<file path="config.mk">
export PLATFORM = sky130hd
export DESIGN_NAME = bmc_misc_control_status
export DESIGN_NICKNAME = d
export VERILOG_FILES = /design/src/logic/bmc_grant_sampler.v /design/src/logic/bmc_byte_lane.v /design/src/logic/bmc_misc_control_status.v
export VERILOG_INCLUDE_DIRS = /design/src /design/src/logic
export SDC_FILE = /design/constraint.sdc
export NUM_CORES = 1
export LEC_CHECK = 0
export ABC_AREA = 1
export BUFFER_PORTS_ARGS = -buffer_cell sky130_fd_sc_hd__buf_4
export CELL_PAD_IN_SITES_DETAIL_PLACEMENT = 0
export CELL_PAD_IN_SITES_GLOBAL_PLACEMENT = 1
export CORE_MARGIN = 2
export CORE_UTILIZATION = 31
export DETAILED_ROUTE_END_ITERATION = 10
export PLACE_DENSITY = 0.83
export SKIP_LAST_GASP = 1
export SLEW_MARGIN = 20
export SYNTH_ARGS = -nofsm -noshare
export SYNTH_HDL_FRONTEND = slang
export SYNTH_HIERARCHICAL = 1
export SYNTH_SLANG_ARGS = --single-unit
</file>
<file path="constraint.sdc">
create_clock -name mclk -period 1.25 [get_ports mclk]
set_input_delay 0.1875 -clock mclk [delete_from_list [all_inputs] [get_ports mclk]]
set_output_delay 0.1875 -clock mclk [all_outputs]
set_load 0.05 [all_outputs]
</file>
<file path="src/logic/bmc_consts.vh">
// Constants of the bridge miscellaneous control and status register
//
// Summary of operation
// - Writing one to the soft reset bit asserts and holds the reset output.
// - Writing zero to the soft reset bit negates the reset output at once.
// - Local reset input clears the soft reset bit and frees the reset output.
// - PCI reset clears the soft reset bit; output held until PCI reset ends.
// - Grant selects: 0 samples the input asynchronously, 1 synchronously.
// - Grant select bits reset to 0 for first master protocol, else to 1.
// - Byte-order bit: 0 big, 1 little endian on slave, target and DMA paths.
// - A set endian-invert bit on a path uses the inverse byte order.
// - Register-channel data is never swapped; bit 31 stays on bit 31.
// - Mapping-off bit 0: a PCI master-abort ends as a local bus error.
// - Map-off 1: master-abort ends normally; writes flushed, reads all ones.
// - Map-off set: target-abort is an error only with target-abort enable.
// - Prefetch bytes are four times the six-bit count; count resets to one.
// - Host-mode field takes burst pin (upper), size-one pin (lower) on the first edge after reset.
// - Master 00,01 first, 10 second, 11 third; odd codes pair first, third.
`ifndef BMC_CONSTS_VH
`define BMC_CONSTS_VH

// ****************************************************************
// Register address
// ****************************************************************
`define BMC_ADDR_W 12
`define BMC_MISC_OFFSET 12'h800

// ****************************************************************
// Field positions
// ****************************************************************
`define BMC_SOFT_RESET_BIT 31
`define BMC_SYNC_GRANT_BIT 19
`define BMC_SYNC_ACK_BIT 18
`define BMC_BYTE_ORDER_BIT 16
`define BMC_MA_MAP_OFF_BIT 12
`define BMC_FIFO_BLOCK_BIT 9
`define BMC_FIFO_MODE_BIT 8
`define BMC_PREFETCH_HI 7
`define BMC_PREFETCH_LO 2
`define BMC_HOST_MODE_HI 1
`define BMC_HOST_MODE_LO 0

// ****************************************************************
// Reset values
// ****************************************************************
`define BMC_PREFETCH_RESET 6'h01
`define BMC_HOST_MODE_RESET 2'h0

// ****************************************************************
// Data path codes
// ****************************************************************
`define BMC_PATH_SLAVE 2'h0
`define BMC_PATH_TARGET 2'h1
`define BMC_PATH_DMA 2'h2
`define BMC_PATH_REGISTER 2'h3

`endif

</file>
<file path="src/logic/bmc_grant_sampler.v">
// Grant input sampler with selectable synchronous or asynchronous capture
`timescale 1ns/10ps
`default_nettype none
`include "bmc_consts.vh"

module bmc_grant_sampler (
  input wire mclk,
  input wire nrst,
  input wire sync_mode,
  input wire pin_n,
  output reg seen_n
);

  reg meta_n;
  reg stable_n;

  // Two-stage path for a pin on another clock
  always @(posedge mclk or negedge nrst) begin
    if (!nrst) begin
      meta_n <= 1'b1;
      stable_n <= 1'b1;
    end else begin
      meta_n <= pin_n;
      stable_n <= meta_n;
    end
  end

  // Synchronous mode saves two cycles of latency
  always @(posedge mclk or negedge nrst) begin
    if (!nrst) begin
      seen_n <= 1'b1;
    end else begin
      seen_n <= sync_mode ? pin_n : stable_n;
    end
  end

endmodule // bmc_grant_sampler
`default_nettype wire

</file>
<file path="src/logic/bmc_byte_lane.v">
// Byte lane steering for the local bus data paths
`timescale 1ns/10ps
`default_nettype none
`include "bmc_consts.vh"

module bmc_byte_lane (
  input wire [1:0] path,
  input wire order_little,
  input wire invert,
  input wire [31:0] data_in,
  output reg [31:0] data_out
);

  function [31:0] bmc_swap;
    input [31:0] d;
    begin
      bmc_swap = {d[7:0], d[15:8], d[23:16], d[31:24]};
    end
  endfunction

  reg eff_little;

  always @* begin
    eff_little = order_little ^ invert;
    if (path == `BMC_PATH_REGISTER) begin
      data_out = data_in;
    end else if (eff_little) begin
      data_out = bmc_swap(data_in);
    end else begin
      data_out = data_in;
    end
  end

endmodule // bmc_byte_lane
`default_nettype wire

</file>
<file path="src/logic/bmc_misc_control_status.v">
// Miscellaneous control and status register of the bus bridge
`timescale 1ns/10ps
`default_nettype none
`include "bmc_consts.vh"

module bmc_misc_control_status (
  input wire mclk,
  input wire nrst,
  // Register port
  input wire reg_wr,
  input wire reg_rd,
  input wire [`BMC_ADDR_W-1:0] reg_addr,
  input wire [31:0] reg_wdata,
  output reg [31:0] reg_rdata,
  output reg reg_ack,
  // Resets
  input wire pci_rst_n,
  input wire local_reset_in_n,
  output reg local_reset_out_n,
  // Straps
  input wire burst_in_progress_pin_n,
  input wire transfer_size_pin_one,
  // Grant inputs
  input wire bus_grant_in_n,
  input wire grant_ack_in_n,
  output wire bus_grant_seen_n,
  output wire grant_ack_seen_n,
  // Data path
  input wire dp_valid,
  input wire [1:0] dp_path,
  input wire dp_invert,
  input wire [31:0] dp_data,
  output reg dp_out_valid,
  output reg [31:0] dp_out_data,
  // Abort mapping
  input wire target_abort_map_en,
  input wire abort_valid,
  input wire abort_is_target,
  input wire abort_is_read,
  output reg term_valid,
  output reg term_bus_error,
  output reg term_flush,
  output reg term_read_ones,
  // Configuration views
  output reg [7:0] prefetch_bytes,
  output reg [1:0] host_mode_strap,
  output reg local_byte_order,
  output reg fifo_block_cfg,
  output reg fifo_mode_cfg
);

  // ****************************************************************
  // Register state
  // ****************************************************************
  reg soft_reset_ctl;
  reg sync_grant_sel;
  reg sync_grant_ack_sel;
  reg master_abort_map_off;
  reg [5:0] prefetch_word_count;
  reg strap_taken;

  wire hit;
  wire wr_hit;
  wire local_rst_active;
  wire pci_rst_active;
  wire [31:0] lane_data;
  reg [31:0] read_word;

  assign hit = (reg_addr == `BMC_MISC_OFFSET);
  assign wr_hit = reg_wr & hit;
  assign local_rst_active = ~local_reset_in_n;
  assign pci_rst_active = ~pci_rst_n;

  // ****************************************************************
  // Host mode decoding
  // ****************************************************************
  // One-hot codes of the three master protocols
  localparam [2:0] PROTO_FIRST = 3'h1;
  localparam [2:0] PROTO_SECOND = 3'h2;
  localparam [2:0] PROTO_THIRD = 3'h4;

  // Upper bit is the burst pin level, lower bit the size pin
  wire [1:0] strap_code;

  assign strap_code = {burst_in_progress_pin_n, transfer_size_pin_one};

  function [2:0] bmc_master_proto;
    input [1:0] code;
    begin
      case (code)
        2'h2: begin
          bmc_master_proto = PROTO_SECOND;
        end
        2'h3: begin
          bmc_master_proto = PROTO_THIRD;
        end
        default: begin
          bmc_master_proto = PROTO_FIRST;
        end
      endcase
    end
  endfunction

  // Only the first protocol has its grants on another clock
  function bmc_sync_default;
    input [1:0] code;
    begin
      bmc_sync_default = (bmc_master_proto(code) != PROTO_FIRST);
    end
  endfunction

  // ****************************************************************
  // Soft reset control
  // ****************************************************************
  // Resets beat a write in the same cycle; they end the soft reset state
  always @(posedge mclk or negedge nrst) begin
    if (!nrst) begin
      soft_reset_ctl <= 1'b0;
    end else if (local_rst_active) begin
      soft_reset_ctl <= 1'b0;
    end else if (pci_rst_active) begin
      soft_reset_ctl <= 1'b0;
    end else if (wr_hit) begin
      soft_reset_ctl <= reg_wdata[`BMC_SOFT_RESET_BIT];
    end
  end

  // Output follows next state, so it moves on the same edge as the bit; PCI reset instead holds it low
  always @(posedge mclk or negedge nrst) begin
    if (!nrst) begin
      local_reset_out_n <= 1'b1;
    end else if (pci_rst_active) begin
      local_reset_out_n <= 1'b0;
    end else if (local_rst_active) begin
      local_reset_out_n <= 1'b1;
    end else if (wr_hit) begin
      local_reset_out_n <= ~reg_wdata[`BMC_SOFT_RESET_BIT];
    end else begin
      local_reset_out_n <= ~soft_reset_ctl;
    end
  end

  // ****************************************************************
  // Strap capture and grant sampling selects
  // ****************************************************************
  // Pins are caught on the first edge after release, not in reset
  always @(posedge mclk or negedge nrst) begin
    if (!nrst) begin
      strap_taken <= 1'b0;
      host_mode_strap <= `BMC_HOST_MODE_RESET;
      sync_grant_sel <= 1'b0;
      sync_grant_ack_sel <= 1'b0;
    end else if (!strap_taken) begin
      strap_taken <= 1'b1;
      host_mode_strap <= strap_code;
      sync_grant_sel <= bmc_sync_default(strap_code);
      sync_grant_ack_sel <= bmc_sync_default(strap_code);
    end else if (wr_hit) begin
      sync_grant_sel <= reg_wdata[`BMC_SYNC_GRANT_BIT];
      sync_grant_ack_sel <= reg_wdata[`BMC_SYNC_ACK_BIT];
    end
  end

  // ****************************************************************
  // Plain read/write fields
  // ****************************************************************
  always @(posedge mclk or negedge nrst) begin
    if (!nrst) begin
      local_byte_order <= 1'b0;
      master_abort_map_off <= 1'b0;
      fifo_block_cfg <= 1'b0;
      fifo_mode_cfg <= 1'b0;
      prefetch_word_count <= `BMC_PREFETCH_RESET;
    end else if (wr_hit) begin
      local_byte_order <= reg_wdata[`BMC_BYTE_ORDER_BIT];
      master_abort_map_off <= reg_wdata[`BMC_MA_MAP_OFF_BIT];
      // Stored as written; only zero is a supported setting
      fifo_block_cfg <= reg_wdata[`BMC_FIFO_BLOCK_BIT];
      fifo_mode_cfg <= reg_wdata[`BMC_FIFO_MODE_BIT];
      prefetch_word_count <=
        reg_wdata[`BMC_PREFETCH_HI:`BMC_PREFETCH_LO];
    end
  end

  always @(posedge mclk or negedge nrst) begin
    if (!nrst) begin
      prefetch_bytes <= {`BMC_PREFETCH_RESET, 2'b00};
    end else if (wr_hit) begin
      prefetch_bytes <=
        {reg_wdata[`BMC_PREFETCH_HI:`BMC_PREFETCH_LO], 2'b00};
    end else begin
      prefetch_bytes <= {prefetch_word_count, 2'b00};
    end
  end

  // ****************************************************************
  // Register read
  // ****************************************************************
  always @* begin
    read_word = 32'h0000_0000;
    read_word[`BMC_SOFT_RESET_BIT] = soft_reset_ctl;
    read_word[`BMC_SYNC_GRANT_BIT] = sync_grant_sel;
    read_word[`BMC_SYNC_ACK_BIT] = sync_grant_ack_sel;
    read_word[`BMC_BYTE_ORDER_BIT] = local_byte_order;
    read_word[`BMC_MA_MAP_OFF_BIT] = master_abort_map_off;
    read_word[`BMC_FIFO_BLOCK_BIT] = fifo_block_cfg;
    read_word[`BMC_FIFO_MODE_BIT] = fifo_mode_cfg;
    read_word[`BMC_PREFETCH_HI:`BMC_PREFETCH_LO] = prefetch_word_count;
    read_word[`BMC_HOST_MODE_HI:`BMC_HOST_MODE_LO] = host_mode_strap;
  end

  // One-cycle answer; unmapped addresses read zero and still answer
  always @(posedge mclk or negedge nrst) begin
    if (!nrst) begin
      reg_ack <= 1'b0;
      reg_rdata <= 32'h0000_0000;
    end else begin
      reg_ack <= reg_wr | reg_rd;
      if (reg_rd && hit) begin
        reg_rdata <= read_word;
      end else begin
        reg_rdata <= 32'h0000_0000;
      end
    end
  end

  // ****************************************************************
  // Grant samplers
  // ****************************************************************
  wire [1:0] grant_sync;
  wire [1:0] grant_pin_n;
  wire [1:0] grant_seen_n;
  genvar g;

  assign grant_sync = {sync_grant_ack_sel, sync_grant_sel};
  assign grant_pin_n = {grant_ack_in_n, bus_grant_in_n};
  assign bus_grant_seen_n = grant_seen_n[0];
  assign grant_ack_seen_n = grant_seen_n[1];

  // Both grant inputs share one sampler design
  generate
    for (g = 0; g < 2; g = g + 1) begin : gen_grant
      bmc_grant_sampler u_sampler (
        .mclk(mclk),
        .nrst(nrst),
        .sync_mode(grant_sync[g]),
        .pin_n(grant_pin_n[g]),
        .seen_n(grant_seen_n[g])
      );
    end
  endgenerate

  // ****************************************************************
  // Byte ordering on the data paths
  // ****************************************************************
  bmc_byte_lane u_lane (
    .path(dp_path),
    .order_little(local_byte_order),
    .invert(dp_invert),
    .data_in(dp_data),
    .data_out(lane_data)
  );

  always @(posedge mclk or negedge nrst) begin
    if (!nrst) begin
      dp_out_valid <= 1'b0;
      dp_out_data <= 32'h0000_0000;
    end else begin
      dp_out_valid <= dp_valid;
      if (dp_valid) begin
        dp_out_data <= lane_data;
      end
    end
  end

  // ****************************************************************
  // Abort termination mapping
  // ****************************************************************
  always @(posedge mclk or negedge nrst) begin
    if (!nrst) begin
      term_valid <= 1'b0;
      term_bus_error <= 1'b0;
      term_flush <= 1'b0;
      term_read_ones <= 1'b0;
    end else begin
      term_valid <= abort_valid;
      term_bus_error <= 1'b0;
      term_flush <= 1'b0;
      term_read_ones <= 1'b0;
      if (abort_valid) begin
        if (!master_abort_map_off) begin
          term_bus_error <= 1'b1;
        end else if (abort_is_target && target_abort_map_en) begin
          term_bus_error <= 1'b1;
        end else begin
          // Normal end: drop posted write data or return all ones
          term_flush <= ~abort_is_read;
          term_read_ones <= abort_is_read;
        end
      end
    end
  end

endmodule // bmc_misc_control_status
`default_nettype wire

</file>
## After elaboration in Yosys (flattened, before gate mapping)

Cells that the tools add are included.

| cells by class | value |
|---|---|
| reduce and logical (&&, ||, !) cells | 2 |
| multiplexer cells | 27 |
| bitwise logic cells | 6 |
| equality and inequality tests | 7 |

Operators by type and width:

| cell | count |
|---|---|
| 2-to-1 mux 32 bit | 3 |
| 2-to-1 mux 1 bit | 21 |
| == test 12 bit (second input constant) | 1 |
| 2-to-1 mux 8 bit | 1 |
| == test 2 bit (second input constant) | 3 |
| case mux 3 bit (2 select lines) | 1 |
| 2-to-1 mux 3 bit | 1 |
| != test 3 x 1 -> 1 bit (second input constant) | 1 |
| != test 3 x 2 -> 1 bit (second input constant) | 1 |
| NOT 1 bit | 3 |
| logical AND 1 bit | 2 |
| != test 2 x 1 -> 1 bit (second input constant) | 1 |
| bitwise AND 1 bit | 1 |
| bitwise OR 1 bit | 1 |
| bitwise XOR 1 bit | 1 |

| storage, ports and cells | value |
|---|---|
| bits of input ports | 94 |
| register bits after elaboration | 101 |
| word-level logic and storage cells | 68 |
| output and inout bits | 86 |

## Longest topological paths before layout

Gate-level depths: netlist (run 1).

| logic depth | value |
|---|---|
| depth in word-level cells | 5 |
| mapped depth | 8 |
| mapped depth without buffers | 8 |

## Modules after synthesis

Netlist (run 1), hierarchy kept.

Modules (own cells, without submodules):

| module | instances | cells an instance | seq. area each (um^2) | area an instance (um^2) |
|---|---|---|---|---|
| bmc_misc_control_status | 1 | 241 | 1905.6 | 2950.3 |
| bmc_byte_lane | 1 | 114 | 0.0 | 650.6 |
| bmc_grant_sampler | 2 | 7 | 78.8 | 93.8 |

## Least setup slack after synthesis (run 1)

OpenSTA, ideal clock, no wires.

| timing path | value |
|---|---|
| path kind | register to register |
| start point | register local_byte_order |
| end point | register dp_out_data[11] |
| buffers on the path | 1 |
| setup slack | -419 ps |
| stages on the path, launching flop included | 8 |
| data arrival time | 1541 ps |
| cells stage by stage | dfrtp_1 -> inv_1 -> nand2_4 -> nand3_4 -> buf_6 -> nand2_2 -> nand2_1 -> mux2_1 |

| between the ends | value |
|---|---|
| cells in the longest elaborated chain, start to end | 3 |

Ends and longest elaborated chain:

| item | RTL line | source |
|---|---|---|
| start: declaration | bmc_misc_control_status.v:47 | `output reg local_byte_order,` |
| start signal: assignment | bmc_misc_control_status.v:175 | `` local_byte_order <= reg_wdata[`BMC_BYTE_ORDER_BIT]; `` |
| bitwise XOR 1 bit | bmc_byte_lane.v:24 | `eff_little = order_little ^ invert;` |
| 2-to-1 mux 32 bit | bmc_byte_lane.v:27 | `end else if (eff_little) begin` |
| 2-to-1 mux 32 bit | bmc_byte_lane.v:25 | `` if (path == `BMC_PATH_REGISTER) begin `` |
| named net lane_data[11] | bmc_misc_control_status.v:66 | `wire [31:0] lane_data;` |
| end signal: assignment | bmc_misc_control_status.v:271 | `dp_out_data <= lane_data;` |
| end: declaration | bmc_misc_control_status.v:34 | `output reg [31:0] dp_out_data,` |

The timed path passes the listed nets, and every way through them passes these cells.
A chain may end at the register's enable or synchronous reset.

## Worst setup path in the final report (run 1)

| timing path | value |
|---|---|
| start point | register local_byte_order |
| end point | output port local_byte_order |

No word-level cell between the ends.

==> impl_metrics.yaml, run 1 <==
run_status:
  status: "finished with violations"
  violations: "setup timing"
global_routing:
  grt_first_pass_wirelength_um: 14700
  grt_max_degree: 33
  grt_overflow: 0
  grt.total_usage: 0.144
  grt_pass1_vias: 3005
  antenna_found_initial: 0
synth:
  ys_warn_count: 6
  syn_area_mm2: 0.00379
  yosysSeqAreaShare: 0.545
  synth.distinct_cells: 24
  synth.avg_cell_area_um2: 10.3
  ys_seq_elements: 82
  synth_cells: 369
cells_and_area:
  diodes: 0
  final_util: 0.462
  layout_common_cells: "buf_4, dfrtp_1, nand2_1"
  syn2layout_area_growth_pct: 46.0
  nFillCells: 1133
  drive_above_1_share: 0.505
  design_area_mm2: 0.00553
  nNetsFinal: 622
  final_common_cell: "buf_4"
  final_cells: 680
power_and_ir_drop:
  p_leak_nw: 2.87
  total_power_mw: 7.58
  cellPowerDensity_mw_per_mm2: 1370
  ir_drop_uv: 595
routing:
  drtPass1Iterations: 4
  drt_iter0_drc: 152
  drc_errors: 0
  viasPerCell: 4.45
  antenna_left: 0
  drt_wl_total_um: 9180
  wl_per_cell_um: 13.5
  dr_total_vias: 3023
timing:
  period_share: 1.09
  final.setup_skew_ps: 5.76
  fmax_mhz: 733
  final.setup.tns_ps: -2490
  finalCriticalPeriod_ps: 1360
  grt_setup_unrepaired: "true"
  finalHoldViolations: 0
  finalWorstSetupSlack_ps: -115
  setup_viol: 33
  finalMaxSlewViolations: 0
critical_path:
  worst_path_max_delay_cell: "dfrtp_2"
  crit_required_ps: 1060
  crit_arrival_ps: 1180
  rr_endpoint: "dp_out_data[20]"
  slowest_delay_ps: 440
  crit_buf_inv: 3
  worstSetupEndpointType: "primary output"
  cp_max_fo: 3
  worstReg2RegStart: "local_byte_order"
  r2r_slack_ps: -100
  crit_start: "local_byte_order"
  start_kind: "flip-flop"
  crit_family: "flip-flops"
  r2r_cells: 7
  critPathKind: "flip-flop to primary output"
  crit_chain: "buf_4 > buf_6 > buf_8"
place:
  placed_cell_area_mm2: 0.00513
  port-buffer-count: 141
  hpwl_um: 7020
  dpl.cell_count: 658
  place.gp.congestion: 0.787
floorplanning:
  die_h_um: 115
  start_util: 0.317
  die_area_mm2: 0.0131
  core_mm2: 0.0120
  pin_count: 180
  die_w_um: 115
  fp-row-count: 40
hold_path:
  whs_path_depth: 3
  hold_path.class: "input port to flip-flop"
  min_to: "local_reset_out_n"
  holdCritStartpoint: "pci_rst_n"
clock_tree:
  cts-buffers-inserted: 9
  clockBufferDepth: 2
  clkTransAtPathRegs_ps: 60
  cts_tree: "built"
  cts_max_level: 3
  cts_num_sinks: 82
  clk_latency_ps: 340
  cts_root_buffer: "clkbuf_16"
run:
  drv_cap: 0
logic make-up after synthesis:
logic type,after synthesis,share of synthesized area
buffers and inverters,76,0.113
AND/OR/NAND/NOR,162,0.216
flip-flops,82,0.545
AO/OA/AOI/OAI,15,0.0297
other,2,0.00198
multiplexers,32,0.0951
worst reg2reg max path, cell delays in order, from the launching register on:
cell and delay [ps]:
dfrtp_2 410, inv_2 60, nand2_4 110, nand3_4 100, buf_12 170, nand2_2 70
nand2_1 60, mux2_2 260
cells in the mapped netlist:
master / instances / area [um2]
dfrtp_1: 73 / 1830
nand2_1: 66 / 248
inv_1: 38 / 143
nand4_1: 33 / 206
nand2_2: 31 / 194
mux2_2: 30 / 338
nor2_1: 23 / 86.3
buf_4: 22 / 165
o21ai_2: 10 / 87.6
dfstp_2: 9 / 236
buf_2: 8 / 40.0
buf_6: 6 / 67.6
o21ai_0: 4 / 20.0
conb_1: 2 / 7.51
mux2_1: 2 / 22.5
nand2_4: 2 / 22.5
nand3_2: 2 / 20.0
nor2_2: 2 / 12.5
a21oi_1: 1 / 5.00
clkbuf_1: 1 / 3.75
clkbuf_4: 1 / 7.51
nand3_1: 1 / 5.00
nand3_4: 1 / 17.5
or2_2: 1 / 6.26
metal layers:
metal / vias to the layer above / wire length [um] / global-route usage
li1: 1462 / - / -
met1: 1412 / 4030 / 0.183
met2: 134 / 4190 / 0.229
met3: 15 / 781 / 0.0450
met4: 0 / 177 / 0.0569
met5: - / 0 / 0
where the power goes:
part	switching (mW)	internal, mW
clock network	1.05	1.81
logic	1.13	0.653
registers	0.0988	2.85
total	2.28	5.30
worst max-delay path by stage:
stage | endpoint | slack [ps] | depth (start not counted)
floorplan | dp_out_data[10] | -180 | 7
global placement | dp_out_data[20] | -80 | 7
detailed placement | dp_out_data[20] | -90 | 7
CTS | dp_out_data[20] | -100 | 7
global route | dp_out_data[19] | -160 | 7
finish | local_byte_order | -110 | 3
sequential cells by signal, summed over array words and instances (netlist names):
register	count
term_flush	1
gen_grant.u_sampler/meta_n	2
term_bus_error	1
reg_rdata	15
gen_grant.u_sampler/stable_n	2
local_reset_out_n	1
sync_grant_ack_sel	1
fifo_mode_cfg	1
local_byte_order	1
strap_taken	1
prefetch_word_count	6
host_mode_strap	2
gen_grant.u_sampler/seen_n	2
master_abort_map_off	1
prefetch_bytes	6
term_read_ones	1
term_valid	1
dp_out_data	32
sync_grant_sel	1
reg_ack	1
fifo_block_cfg	1
dp_out_valid	1
soft_reset_ctl	1
final cells by class:
| cell class | count | area (um2) | area share |
|---|---|---|---|
| Clock buffer | 12 | 246 | 0.0446 |
| Clock inverter | 4 | 75.1 | 0.0136 |
| Inverter | 38 | 143 | 0.0258 |
| Multi-Input combinational cell | 229 | 1400 | 0.253 |
| Sequential cell | 82 | 2060 | 0.373 |
| Tap cell | 147 | 184 | 0.0333 |
| Timing Repair Buffer | 168 | 1420 | 0.256 |
what timing repair did:
action / in CTS / in global routing
setup buffers: 0 / 1
cloned: 0 / 0
endpoints found under the setup margin: 33 / 35
resized for setup: 1 / 4
endpoints found under the hold margin: 24 / 0
hold buffers: 5 / 0
metrics by stage:
step	hold WS [ps]	worst slack [ps]
2_1_floorplan	-108	-176
5_1_grt	67.3	-164
4_1_cts	31.7	-103
3_5_place_dp	114	-87.5
6_report	46.2	-115
3_3_place_gp	112	-75.6
(Power assumes the default switching activity.)
==> inputs of run 2 (changes only) <==
--- a/config.mk
+++ b/config.mk
@@ -8,12 +8,14 @@
 export LEC_CHECK = 0
 export ABC_AREA = 1
 export BUFFER_PORTS_ARGS = -buffer_cell sky130_fd_sc_hd__buf_4
+export CAP_MARGIN = 15
 export CELL_PAD_IN_SITES_DETAIL_PLACEMENT = 0
 export CELL_PAD_IN_SITES_GLOBAL_PLACEMENT = 1
 export CORE_MARGIN = 2
 export CORE_UTILIZATION = 31
 export DETAILED_ROUTE_END_ITERATION = 10
 export PLACE_DENSITY = 0.83
+export SKIP_CTS_REPAIR_TIMING = 1
 export SKIP_LAST_GASP = 1
 export SLEW_MARGIN = 20
 export SYNTH_ARGS = -nofsm -noshare
==> impl_metrics.yaml, run 2 (synthesis gave the netlist of run 1 again) <==
cells_and_area:
  final_common_cell: "buf_4"
  final_cells: 679
  design_area_mm2: 0.00552
  regMostFlops: "dp_out_data"
  largest_reg_flops: 32
  drive_above_1_share: 0.506
  diodes: 0
  reg.largest.list: "dp_out_data: 32 flops, reg_rdata: 15 flops"
  layout_common_cells: "buf_4, dfrtp_1, nand2_1"
  nNetsFinal: 621
  syn2layout_area_growth_pct: 45.7
critical_path:
  crit_arrival_ps: 1180
  crit_required_ps: 1060
  slowest_delay_ps: 440
  critPathKind: "flip-flop to primary output"
  worst_path_max_delay_cell: "dfrtp_2"
  start_kind: "flip-flop"
  worstSetupEndpointType: "primary output"
  cp_max_fo: 3
  crit_chain: "buf_4 > buf_6 > buf_8"
routing:
  drt_wl_total_um: 9180
  drt_iter0_drc: 151
  drtPass1Iterations: 4
  wl_per_cell_um: 13.5
  viasPerCell: 4.43
  dr_total_vias: 3007
  antenna_left: 0
  drc_errors: 0
clock_tree:
  clk_latency_ps: 340
  clkTransAtPathRegs_ps: 60
  clockBufferDepth: 2
  cts_num_sinks: 82
  cts-buffers-inserted: 9
  cts_tree: "built"
  cts_max_level: 3
  cts_root_buffer: "clkbuf_16"
global_routing:
  grt_max_degree: 33
  grt_use_met1: 0.182
  use_met3: 0.0466
  top_usage_layer: "met2"
  antenna_found_initial: 0
  grt_pass1_vias: 2982
  grt_overflow: 0
  grt_first_pass_wirelength_um: 14600
  grt.total_usage: 0.144
  grtUsageMet2: 0.227
timing:
  fmax_mhz: 733
  final.setup_skew_ps: 6.51
  period_share: 1.09
  finalCriticalPeriod_ps: 1360
  finalWorstSetupSlack_ps: -114
  finalMaxSlewViolations: 0
  setup_viol: 33
  grt_setup_unrepaired: "true"
  finalHoldViolations: 0
floorplanning:
  pin_count: 180
  die_area_mm2: 0.0131
  die_w_um: 115
  core_mm2: 0.0120
  start_util: 0.317
  fp-row-count: 40
  die_h_um: 115
power_and_ir_drop:
  p_leak_nw: 2.87
  ir_drop_uv: 594
  cellPowerDensity_mw_per_mm2: 1370
run_status:
  status: "finished with violations"
  violations: "setup timing"
place:
  dpl.cell_count: 658
  hpwl_um: 7020
  place.gp.congestion: 0.787
  placed_cell_area_mm2: 0.00513
  port-buffer-count: 141
hold_path:
  hold_path.class: "input port to flip-flop"
run:
  drv_cap: 0
==> run 2: layer usage <==
layer	wire, um	share of wire
met5	0	0
met4	177	0.019
met3	802	0.087
met2	4200	0.46
met1	4010	0.44
==> run 2: per-stage QoR <==
step / setup TNS, ps / hold slack (ps) / util / total power, mW / worst slack, ps
after global routing: -4510 / 12.7 / 0.462 / 7.88 / -164
after CTS: -2590 / -250 / 0.456 / 7.66 / -103
after global placement: -1740 / 112 / 0.429 / 4.75 / -75.6
after floorplan: -5290 / -108 / - / 4.14 / -176
after detailed placement: -2080 / 114 / 0.429 / 4.77 / -87.5
final: -2500 / 6.43 / 0.462 / 7.58 / -114
==> run 2: path summary, 6_finish.rpt <==
kind | from | endpoint | slack [ps] | depth (start not counted)
min in group asynchronous | nrst | dp_out_data[30] | 300 | 2
worst min register to register | gen_grant[1].u_sampler/meta_n | gen_grant[1].u_sampler/stable_n | 350 | 0
max in group asynchronous | nrst | gen_grant[0].u_sampler/meta_n | 410 | 3
worst min-delay path | abort_is_read | term_flush | 6 | 2
worst max register to register | local_byte_order | dp_out_data[20] | -100 | 7
worst max-delay path | local_byte_order | local_byte_order | -110 | 3
==> run 2: layout make-up <==
cell class,instances,area [um2]
clock buffers,12,246
flip-flops and latches,82,2060
multi-input cells,229,1400
inverters,38,143
fillers,1137,6440
repair buffers,167,1410
clock inverters,4,75.1
well taps,147,184
==> run 2: critical path: cells and delay by family, from the launching register on <==
kind / cells / cell delay, ps
buffers and inverters: 3 / 400
DFF: 1 / 440
==> run 2: power by group <==
part	total (mW)	switching (mW)	internal [mW]	leakage [nW]
Sequential	2.94	0.0987	2.85	1.03
Clock	2.85	1.05	1.81	0.149
Combinational	1.78	1.13	0.651	1.69
